$ cat src/verilog/fcsf_pkg.sv
// shared constants and types for the fifo configuration and flag block
package fcsf_pkg;
	localparam int DEPTH_X18 = 131072;
	localparam int CNT_W = 19;
	localparam int OFS_W = 19;
	localparam int DATA_W = 18;
	localparam int CHUNK_W = 16;
	localparam logic [CNT_W-1:0] COUNT_RESET = 19'h00000;
	localparam logic [DATA_W-1:0] WORD_RESET = 18'h00000;
	localparam logic X18_IN_LEVEL = 1'b1;
	localparam logic X18_OUT_LEVEL = 1'b1;
	localparam logic SERIAL_LD_LEVEL = 1'b1;
	localparam logic [8*OFS_W-1:0] DEFAULT_OFS_TABLE = {19'h003FF, 19'h001FF, 19'h000FF,
		19'h0007F, 19'h0003F, 19'h0001F, 19'h0000F, 19'h00007};
	typedef enum logic [1:0] {
		FCSF_PH_EMPTY_LO = 2'b00,
		FCSF_PH_EMPTY_HI = 2'b01,
		FCSF_PH_FULL_LO = 2'b10,
		FCSF_PH_FULL_HI = 2'b11
	} fcsf_ofs_phase_t;
endpackage

$ cat src/verilog/fcsf_flag_ctrl.sv
// configuration latch, offset programming and status flags of a bus-matching queue
//
// Functional notes
// - serial enable and load low shift offset bit
// - serial enable high freezes offsets in serial method
// - output enable low drives bus, else released
// - reset samples load and selects: defaults, method
// - load low programs offsets, chosen method only
// - offset readback only through parallel outputs
// - widths latched; flags count wider units
// - byte order latched; picks first byte out
// - async timing: empty set read, cleared write
// - sync timing: each flag on own edge; here both flags register on the same mclk edge
// - interspersed parity ignores bits 8, 17, readback invalid
// - non-interspersed ignores bits 16, 17
// - parity placement never touches queue data
// - standard full flag low at depth
// - input ready high at depth plus one
// - input ready counts output register word
// - full/input ready through two stages
// - standard empty flag low when no words
// - output ready clears only on true read
// - empty two stages, output ready three
// - fall-through mode latched at master reset
// - async almost-full asserted on write edge
//
// Strobed register access and the placing of the registers were decided locally.
`timescale 1ns/1ps

module fcsf_flag_ctrl #(
	parameter int DEPTH = fcsf_pkg::DEPTH_X18,
	parameter logic X18_IN_LEVEL = fcsf_pkg::X18_IN_LEVEL,
	parameter logic X18_OUT_LEVEL = fcsf_pkg::X18_OUT_LEVEL,
	parameter logic [8*fcsf_pkg::OFS_W-1:0] DEFAULT_OFS = fcsf_pkg::DEFAULT_OFS_TABLE
) (
	// clock, reset, enable
	input wire logic mclk,
	input wire logic srst,
	input wire logic clkEn,
	// resets and straps
	input wire logic masterResetN,
	input wire logic partialResetN,
	input wire logic offsetLoadStrobeN,
	input wire logic defaultOffsetSel0,
	input wire logic defaultOffsetSel1,
	input wire logic fallthroughSelectSerialIn,
	input wire logic inputWidthSel,
	input wire logic outputWidthSel,
	input wire logic byteOrderSelN,
	input wire logic flagTimingSel,
	input wire logic parityPlacementSel,
	input wire logic serialProgEnableN,
	// write side
	input wire logic writeEnN,
	input wire logic [fcsf_pkg::DATA_W-1:0] dataIn,
	// read side
	input wire logic readEnN,
	input wire logic outputEnN,
	// storage array port
	output logic memWrEn,
	output logic [fcsf_pkg::CNT_W-1:0] memWrAddr,
	output logic [fcsf_pkg::DATA_W-1:0] memWrData,
	output logic [fcsf_pkg::CNT_W-1:0] memRdAddr,
	input wire logic [fcsf_pkg::DATA_W-1:0] memRdData,
	// data bus and flags
	output logic [fcsf_pkg::DATA_W-1:0] dataOutBus,
	output logic dataOutBusOe,
	output logic fullN,
	output logic emptyN,
	output logic almostEmptyN,
	output logic almostFullN
);
	import fcsf_pkg::*;

	if (DEPTH < 2 || 2 * DEPTH + 1 >= 2 ** CNT_W) begin : g_bad_depth
		$error("fcsf_flag_ctrl: DEPTH does not fit the counters");
	end

	// ----------------------------------------------------------------
	// helpers
	// ----------------------------------------------------------------
	function automatic logic [8:0] fcsfPickByte(input logic [DATA_W-1:0] w,
		input logic little, input logic second);
		fcsfPickByte = (little ^ second) ? w[8:0] : w[17:9];
	endfunction

	function automatic logic [CHUNK_W-1:0] fcsfChunkIn(input logic [DATA_W-1:0] d,
		input logic il);
		fcsfChunkIn = il ? {d[16:9], d[7:0]} : d[15:0];
	endfunction

	function automatic logic [DATA_W-1:0] fcsfChunkOut(input logic [CHUNK_W-1:0] c,
		input logic il);
		fcsfChunkOut = il ? {1'b0, c[15:8], 1'b0, c[7:0]} : {2'b00, c};
	endfunction

	// ----------------------------------------------------------------
	// configuration latched during master reset
	// ----------------------------------------------------------------
	logic cfgFwft_reg, cfgSerial_reg, cfgIn18_reg, cfgOut18_reg;
	logic cfgLittle_reg, cfgSyncFlags_reg, cfgParityIl_reg;

	always_ff @(posedge mclk) begin
		if (srst) begin
			cfgFwft_reg <= 1'b0;
			cfgSerial_reg <= 1'b0;
			cfgIn18_reg <= 1'b1;
			cfgOut18_reg <= 1'b1;
			cfgLittle_reg <= 1'b0;
			cfgSyncFlags_reg <= 1'b0;
			cfgParityIl_reg <= 1'b0;
		end else if (clkEn && !masterResetN) begin
			cfgFwft_reg <= fallthroughSelectSerialIn;
			cfgSerial_reg <= (offsetLoadStrobeN == SERIAL_LD_LEVEL);
			cfgIn18_reg <= (inputWidthSel == X18_IN_LEVEL);
			cfgOut18_reg <= (outputWidthSel == X18_OUT_LEVEL);
			cfgLittle_reg <= byteOrderSelN;
			cfgSyncFlags_reg <= flagTimingSel;
			cfgParityIl_reg <= parityPlacementSel;
		end
	end

	logic running, ldActive, byteOut, byteIn;
	logic [CNT_W-1:0] capUnits, totalCap;

	assign running = masterResetN && partialResetN;
	assign ldActive = masterResetN && !offsetLoadStrobeN;
	assign byteOut = cfgIn18_reg && !cfgOut18_reg;
	assign byteIn = !cfgIn18_reg && cfgOut18_reg;
	// one unit is a word of the wider port; only x9 on both sides counts bytes
	assign capUnits = (cfgIn18_reg || cfgOut18_reg) ? CNT_W'(DEPTH) : CNT_W'(2 * DEPTH);
	assign totalCap = capUnits + CNT_W'(cfgFwft_reg);

	// ----------------------------------------------------------------
	// offset registers
	// ----------------------------------------------------------------
	logic [OFS_W-1:0] emptyOfs_reg, fullOfs_reg;
	fcsf_ofs_phase_t ofsPhase_reg;
	logic serialShift, parLoad, parRead;
	logic [CHUNK_W-1:0] chunkIn, chunkOut;
	logic [OFS_W-1:0] defaultOfs;

	// serial shift needs both lows and the serial method from reset
	assign serialShift = ldActive && !serialProgEnableN && cfgSerial_reg;
	assign parLoad = ldActive && !cfgSerial_reg && !writeEnN;
	assign parRead = ldActive && !readEnN;
	assign chunkIn = fcsfChunkIn(dataIn, cfgParityIl_reg);
	assign defaultOfs = DEFAULT_OFS[{offsetLoadStrobeN, defaultOffsetSel1, defaultOffsetSel0}
		* OFS_W +: OFS_W];

	always_comb begin
		case (ofsPhase_reg)
			FCSF_PH_EMPTY_LO: chunkOut = emptyOfs_reg[CHUNK_W-1:0];
			FCSF_PH_EMPTY_HI: chunkOut = CHUNK_W'(emptyOfs_reg[OFS_W-1:CHUNK_W]);
			FCSF_PH_FULL_LO: chunkOut = fullOfs_reg[CHUNK_W-1:0];
			FCSF_PH_FULL_HI: chunkOut = CHUNK_W'(fullOfs_reg[OFS_W-1:CHUNK_W]);
			default: chunkOut = 16'h0000;
		endcase
	end

	always_ff @(posedge mclk) begin
		if (srst) begin
			emptyOfs_reg <= 19'h00000;
			fullOfs_reg <= 19'h00000;
		end else if (clkEn) begin
			if (!masterResetN) begin
				emptyOfs_reg <= defaultOfs;
				fullOfs_reg <= defaultOfs;
			end else if (serialShift) begin
				// empty offset first, least significant bit first
				{fullOfs_reg, emptyOfs_reg} <= {fallthroughSelectSerialIn, fullOfs_reg,
					emptyOfs_reg[OFS_W-1:1]};
			end else if (parLoad) begin
				case (ofsPhase_reg)
					FCSF_PH_EMPTY_LO: emptyOfs_reg[CHUNK_W-1:0] <= chunkIn;
					FCSF_PH_EMPTY_HI: emptyOfs_reg[OFS_W-1:CHUNK_W] <= chunkIn[2:0];
					FCSF_PH_FULL_LO: fullOfs_reg[CHUNK_W-1:0] <= chunkIn;
					FCSF_PH_FULL_HI: fullOfs_reg[OFS_W-1:CHUNK_W] <= chunkIn[2:0];
					default: fullOfs_reg <= fullOfs_reg;
				endcase
			end
		end
	end

	// sequence restarts whenever load is released
	always_ff @(posedge mclk) begin
		if (srst) begin
			ofsPhase_reg <= FCSF_PH_EMPTY_LO;
		end else if (clkEn) begin
			if (!ldActive) begin
				ofsPhase_reg <= FCSF_PH_EMPTY_LO;
			end else if (parLoad || parRead) begin
				case (ofsPhase_reg)
					FCSF_PH_EMPTY_LO: ofsPhase_reg <= FCSF_PH_EMPTY_HI;
					FCSF_PH_EMPTY_HI: ofsPhase_reg <= FCSF_PH_FULL_LO;
					FCSF_PH_FULL_LO: ofsPhase_reg <= FCSF_PH_FULL_HI;
					default: ofsPhase_reg <= FCSF_PH_EMPTY_LO;
				endcase
			end
		end
	end

	// ----------------------------------------------------------------
	// write side: packing and commit
	// ----------------------------------------------------------------
	logic [CNT_W-1:0] fillCount_reg, wrPtr_reg, rdPtr_reg;
	logic outValid_reg, inPhase_reg;
	logic [8:0] inHold_reg;
	logic [CNT_W-1:0] fillTotal;
	logic fullRaw, wrAccept, wrCommit;
	logic [DATA_W-1:0] wrWord;

	assign fillTotal = fillCount_reg + CNT_W'(cfgFwft_reg && outValid_reg);
	// the array itself never takes more than its depth, even before the first fall-through
	assign fullRaw = (fillTotal >= totalCap) || (fillCount_reg >= capUnits);
	// writes are blocked on the live count so the slow flag never lets one overflow
	assign wrAccept = running && offsetLoadStrobeN && !writeEnN && !fullRaw;
	assign wrCommit = wrAccept && !(byteIn && !inPhase_reg);

	always_comb begin
		if (cfgIn18_reg) begin
			wrWord = dataIn;
		end else if (byteIn) begin
			wrWord = cfgLittle_reg ? {dataIn[8:0], inHold_reg} : {inHold_reg, dataIn[8:0]};
		end else begin
			wrWord = {9'h000, dataIn[8:0]};
		end
	end

	always_ff @(posedge mclk) begin
		if (srst) begin
			inPhase_reg <= 1'b0;
			inHold_reg <= 9'h000;
		end else if (clkEn) begin
			if (!running) begin
				inPhase_reg <= 1'b0;
			end else if (wrAccept && byteIn) begin
				inPhase_reg <= !inPhase_reg;
				inHold_reg <= dataIn[8:0];
			end
		end
	end

	assign memWrEn = wrCommit && clkEn;
	assign memWrAddr = wrPtr_reg;
	assign memWrData = wrWord;
	assign memRdAddr = rdPtr_reg;

	// ----------------------------------------------------------------
	// read side: fetch, byte step, output register
	// ----------------------------------------------------------------
	logic notEmptyS1_reg, notEmptyS2_reg;
	logic memAvail, rdReq, fetch, stepByte, drop, outValidNext;
	logic outPhase_reg;
	logic [DATA_W-1:0] holdWord_reg, outReg_reg;

	assign memAvail = fillCount_reg != COUNT_RESET;
	assign rdReq = running && offsetLoadStrobeN && !readEnN;

	always_comb begin
		fetch = 1'b0;
		stepByte = 1'b0;
		drop = 1'b0;
		// no fall-through while the offsets own the output register
		if (!running || ldActive) begin
			fetch = 1'b0;
		end else if (cfgFwft_reg) begin
			if (outValid_reg && rdReq && byteOut && outPhase_reg) begin
				stepByte = 1'b1;
			end else if ((!outValid_reg || rdReq) && notEmptyS2_reg && memAvail) begin
				fetch = 1'b1;
			end else if (outValid_reg && rdReq) begin
				drop = 1'b1;
			end
		end else if (rdReq) begin
			if (byteOut && outPhase_reg) begin
				stepByte = 1'b1;
			end else if (notEmptyS2_reg && memAvail) begin
				fetch = 1'b1;
			end
		end
	end

	assign outValidNext = fetch ? 1'b1 : (drop ? 1'b0 : outValid_reg);

	always_ff @(posedge mclk) begin
		if (srst) begin
			outReg_reg <= WORD_RESET;
			holdWord_reg <= WORD_RESET;
			outPhase_reg <= 1'b0;
			outValid_reg <= 1'b0;
		end else if (clkEn) begin
			if (!running) begin
				outPhase_reg <= 1'b0;
				outValid_reg <= 1'b0;
			end else begin
				outValid_reg <= outValidNext;
				if (parRead) begin
					outReg_reg <= fcsfChunkOut(chunkOut, cfgParityIl_reg);
				end else if (fetch) begin
					holdWord_reg <= memRdData;
					outPhase_reg <= byteOut;
					outReg_reg <= byteOut ? {9'h000, fcsfPickByte(memRdData, cfgLittle_reg, 1'b0)}
						: memRdData;
				end else if (stepByte) begin
					outPhase_reg <= 1'b0;
					outReg_reg <= {9'h000, fcsfPickByte(holdWord_reg, cfgLittle_reg, 1'b1)};
				end
			end
		end
	end

	// ----------------------------------------------------------------
	// pointers and fill count
	// ----------------------------------------------------------------
	logic [CNT_W-1:0] fillNext, totalNext;

	always_comb begin
		fillNext = fillCount_reg;
		if (wrCommit && !fetch) begin
			fillNext = fillCount_reg + 19'h00001;
		end else if (fetch && !wrCommit) begin
			fillNext = fillCount_reg - 19'h00001;
		end
	end

	assign totalNext = fillNext + CNT_W'(cfgFwft_reg && outValidNext);

	always_ff @(posedge mclk) begin
		if (srst) begin
			fillCount_reg <= COUNT_RESET;
			wrPtr_reg <= COUNT_RESET;
			rdPtr_reg <= COUNT_RESET;
		end else if (clkEn) begin
			if (!running) begin
				fillCount_reg <= COUNT_RESET;
				wrPtr_reg <= COUNT_RESET;
				rdPtr_reg <= COUNT_RESET;
			end else begin
				fillCount_reg <= fillNext;
				if (wrCommit) begin
					wrPtr_reg <= (wrPtr_reg == capUnits - 19'h00001) ? COUNT_RESET
						: wrPtr_reg + 19'h00001;
				end
				if (fetch) begin
					rdPtr_reg <= (rdPtr_reg == capUnits - 19'h00001) ? COUNT_RESET
						: rdPtr_reg + 19'h00001;
				end
			end
		end
	end

	// ----------------------------------------------------------------
	// full / input ready and empty / output ready
	// ----------------------------------------------------------------
	logic fullS1_reg, fullS2_reg;

	always_ff @(posedge mclk) begin
		if (srst) begin
			fullS1_reg <= 1'b0;
			fullS2_reg <= 1'b0;
			notEmptyS1_reg <= 1'b0;
			notEmptyS2_reg <= 1'b0;
		end else if (clkEn) begin
			fullS1_reg <= running && fullRaw;
			fullS2_reg <= fullS1_reg;
			notEmptyS1_reg <= running && memAvail;
			notEmptyS2_reg <= running && notEmptyS1_reg;
		end
	end

	assign fullN = cfgFwft_reg ? fullS2_reg : !fullS2_reg;
	assign emptyN = cfgFwft_reg ? !outValid_reg : notEmptyS2_reg;

	// ----------------------------------------------------------------
	// almost flags
	// ----------------------------------------------------------------
	logic aeCond, afCond;

	assign aeCond = cfgFwft_reg ? ({1'b0, totalNext} <= {1'b0, emptyOfs_reg} + 20'h00001)
		: (fillNext <= emptyOfs_reg);
	assign afCond = {1'b0, totalNext} + {1'b0, fullOfs_reg} >= {1'b0, totalCap};

	always_ff @(posedge mclk) begin
		if (srst) begin
			almostEmptyN <= 1'b0;
			almostFullN <= 1'b1;
		end else if (clkEn) begin
			if (!running) begin
				almostEmptyN <= 1'b0;
				almostFullN <= 1'b1;
			end else if (cfgSyncFlags_reg) begin
				almostEmptyN <= !aeCond;
				almostFullN <= !afCond;
			end else begin
				// async timing: each flag is set by one side and released by the other
				if (fetch && aeCond) begin
					almostEmptyN <= 1'b0;
				end else if (wrCommit && !aeCond) begin
					almostEmptyN <= 1'b1;
				end
				if (wrCommit && afCond) begin
					almostFullN <= 1'b0;
				end else if (fetch && !afCond) begin
					almostFullN <= 1'b1;
				end
			end
		end
	end

	// ----------------------------------------------------------------
	// data bus
	// ----------------------------------------------------------------
	assign dataOutBus = outReg_reg;
	assign dataOutBusOe = !outputEnN;
endmodule // fcsf_flag_ctrl

$ cat config.mk
export PLATFORM = sky130hd
export DESIGN_NAME = fcsf_flag_ctrl
export DESIGN_NICKNAME = d
export VERILOG_FILES = /design/src/verilog/fcsf_pkg.sv /design/src/verilog/fcsf_flag_ctrl.sv
export SDC_FILE = /design/constraint.sdc
export NUM_CORES = 1
export LEC_CHECK = 0
export ABC_CLOCK_PERIOD_IN_PS = 7700
export BUFFER_PORTS_ARGS = -buffer_cell sky130_fd_sc_hd__buf_4
export CORE_MARGIN = 2
export CORE_UTILIZATION = 54
export CTS_CLUSTER_SIZE = 30
export DETAILED_ROUTE_END_ITERATION = 10
export PLACE_DENSITY = 0.77
export SETUP_SLACK_MARGIN = 0.02
export SYNTH_ARGS = -nofsm -noshare
export SYNTH_HDL_FRONTEND = slang
export SYNTH_SLANG_ARGS = --single-unit
$ cat constraint.sdc
create_clock -name mclk -period 7.7 [get_ports mclk]
set_input_delay 1.54 -clock mclk [delete_from_list [all_inputs] [get_ports mclk]]
set_output_delay 1.54 -clock mclk [all_outputs]
set_load 0.01 [all_outputs]
==> reports/metrics.yaml <==
synth-async-reset-ratio_pct: 0
leakage_nw: 5.597
slew_violations: 0
num_vias: 12800
ys_types: 86
avgSynthCellArea_um2: 7.569
timing.final.hold_violations: 0
drt_iter0_drc: 1383
hold_start: "holdWord_reg[4]"
synth_seq_cells: 158
power.total_mw: 2.063
critPathRequiredTime_ns: 8.07
use_met2_pct: 52.61
rows: 54
clock_sinks: 158
rr_endpoint: "almostFullN"
postPlaceCellArea_mm2: 0.01350
startpoint_type: "primary input"
fin_hold_ws_ns: 0.4568
clockBufferDepth: 2
p_per_area_mw_per_mm2: 144.8
ant_nets: 0
syn_nets: 1719
syn_to_final_growth_pct: 18.76
use_met3_pct: 6.946
nFillCells: 1910
fin_skew_ns: 0.01576
grt_max_degree: 72
drt_first_pass_iters: 5
grtUsageTotal_pct: 34.14
peakVddDrop_uv: 151.3
setup_viol: 0
endpoint_kind: "flip-flop"
clk_pin_slew_ns: 0.07
worst_pin_slew_ns: 1.155
clockRootBuffer: "clkbuf_16"
min_path_type: "reg -> reg"
clock.fmax_mhz: 135.0
synth_edf_count: 0
clkLatencyLatePin_ns: 0.44
fp.dieH_um: 153.1
antenna_found_initial: 1
wl_per_cell_um: 20.59
synthesis.instances: 1585
crit_fanout: 6
die_x_um: 153.1
portBuffers: 133
io_pins: 134
stdcell_area_mm2: 0.01425
wl_um: 41370
overflow: 0
place.gp.congestion: 1.060
whs_path_depth: 2
grtUsageMet1_pct: 47.11
top_usage_layer: "met2"
dieArea_mm2: 0.02342
cts_buffers: 17
dp_hpwl_um: 31160
crit_arrival_ns: 7.77
fin_crit_sh_pct: 96.18
fin_util_pct: 65.28
whs_endpoint: "holdWord_reg[4]"
finalNetCount: 1851
synth_area_mm2: 0.01200
hold_buffers: 0
max_cap_violations: 0
grt_pass1_wl_um: 64500
layout_setup_ws_ns: 0.2941
pre_cts_ws_ns: 0.05940
post-route-min-period_ns: 7.406
diodes: 0
grt_pass1_vias: 11990
drive_gt1_share_pct: 17.12
max_slew_margin_pct: 22.43
core_area_mm2: 0.02182
h-tree-depth: 4
start_util_pct: 54.97
rr_worst_depth: 32
cts_tree: "yes"
reg2reg_slack_ns: 0.42
yosys_warnings: 0
route.detailed.drc: 0
reg2reg_from: "fillCount_reg[8]"
critPathKind: "in -> reg"
status: "completed"
synth-main-ff-cell: "dfxtp_1"
post_drt_via_cell_ratio: 6.372
synth-seq-area-share_pct: 26.37
-- metrics by stage --
step / std cells / setup TNS (ns)
final: 2009 / 0
after detailed placement: 1976 / 0
after floorplan: 1585 / 0
after CTS: 2007 / 0
after global placement: 1976 / 0
after global routing: 2009 / -0.03911
-- cell usage in the layout, fill, tap and decap left out, types with 13 or more instances in the layout --
master     synthesis  routed
a211oi_1          69      69
nand4_1           37      37
a21o_1            15      15
nor2b_1           32      32
inv_1             59      59
a22oi_1           16      16
buf_4              1     200
nor2_1           176     173
xor2_1            28      28
ha_1              79      78
nand2_1          188     188
clkbuf_16          0      17
xnor2_1           58      56
nor4_1            19      16
nand3_1           41      41
dfxtp_1          158     157
mux2_2            18      18
o21ai_0           80      77
nand2b_1          13      13
a21oi_1          108     108
and3_1            20      20
o21a_1            16      16
mux2i_1           41      41
nor3_1            54      52
-- worst max-delay path by stage --
stage | from | endpoint | depth (start not counted) | slack (ns)
CTS | fillCount_reg[4] | almostFullN | 30 | 0.04
floorplan | cfgFwft_reg | almostFullN | 35 | 0.51
global route | partialResetN | almostFullN | 25 | -0.04
finish | partialResetN | almostFullN | 25 | 0.29
detailed placement | fillCount_reg[4] | almostFullN | 30 | 0.06
global placement | fillCount_reg[4] | almostFullN | 30 | 0.29
-- logic make-up after synthesis --
kind of cell	share of synthesized area, %
XOR/XNOR	6.550
adder cells (fa/ha/maj)	8.406
AND/OR/NAND/NOR	26.25
flip-flops	26.37
AO/OA/AOI/OAI	22.57
multiplexers	5.110
buffers and inverters	4.746
-- cells in the mapped netlist, types with 5 or more instances --
cell type    n  area share, %
a2111oi_0    6           0.44
a211oi_1    69            4.3
a21boi_0     7           0.44
a21o_1      15           0.94
a21oi_1    108            4.5
a221oi_1    11           0.80
a22oi_1     16            1.0
a311oi_1     8           0.58
a31oi_1      7           0.37
and2_1      12           0.63
and3_1      20            1.0
buf_2        8           0.33
clkbuf_1    74            2.3
dfxtp_1    158             26
ha_1        79            8.2
inv_1       59            1.8
mux2_2      18            1.7
mux2i_1     41            3.4
nand2_1    188            5.9
nand2b_1    13           0.68
nand3_1     41            1.7
nand3b_1     9           0.56
nand4_1     37            1.9
nor2_1     176            5.5
nor2b_1     32            1.7
nor3_1      54            2.3
nor4_1      19           0.99
o211ai_1    10           0.63
o21a_1      16            1.0
o21ai_0     80            3.3
o21ai_1      5           0.21
or2_2        7           0.37
or3_1       10           0.52
or4_1        5           0.31
xnor2_1     58            4.2
xor2_1      28            2.0
-- routing by layer --
| metal | part of all wire, % | routed length (um) |
|---|---|---|
| met1 | 43 | 17720 |
| met4 | 3.8 | 1586 |
| met2 | 44 | 18090 |
| met3 | 9.6 | 3953 |
| met5 | 0.031 | 13 |
-- critical path: stages --
cell       delay (ns)
buf_4            0.09
and2_1           0.18
nand2_1          0.10
o21bai_1         0.25
nor4_1           0.56
nand2_1          0.23
a2111oi_0        0.98
nor3_1           0.14
nand4b_1         0.28
nor4_4           0.35
xor2_1           0.28
ha_2             0.37
and2_1           0.18
a31o_2           0.22
a41oi_2          0.21
a211oi_1         0.11
o311ai_1         0.34
a21boi_1         0.14
o21a_1           0.19
nor2_1           0.12
xnor2_1          0.08
ha_1             0.18
a2111oi_1        0.37
nand3_1          0.10
o21ai_0          0.16
-- cell type report --
| type | count | area (um2) | area share (%) |
|---|---|---|---|
| multi-input combinational | 1281 | 8381 | 58.82 |
| sequential | 158 | 3164 | 22.21 |
| timing repair buffer | 200 | 1501 | 10.54 |
| clock buffer | 17 | 425.4 | 2.986 |
| tap | 280 | 350.3 | 2.459 |
| inverter | 59 | 221.5 | 1.554 |
| clock inverter | 14 | 203.9 | 1.431 |
-- what timing repair did --
item,CTS,global route
setup buffers,0,2
endpoints found under the setup margin,0,1
resized for setup,0,25
-- where the power goes --
group          internal [mW]  switching [mW]  total [mW]  leakage [nW]
Combinational          0.107           0.166       0.273          4.02
Clock                  0.523           0.406       0.929         0.300
Sequential             0.833          0.0281       0.862          1.28
Total                   1.46           0.600        2.06          5.60
Power figures use the tool's default switching activity.
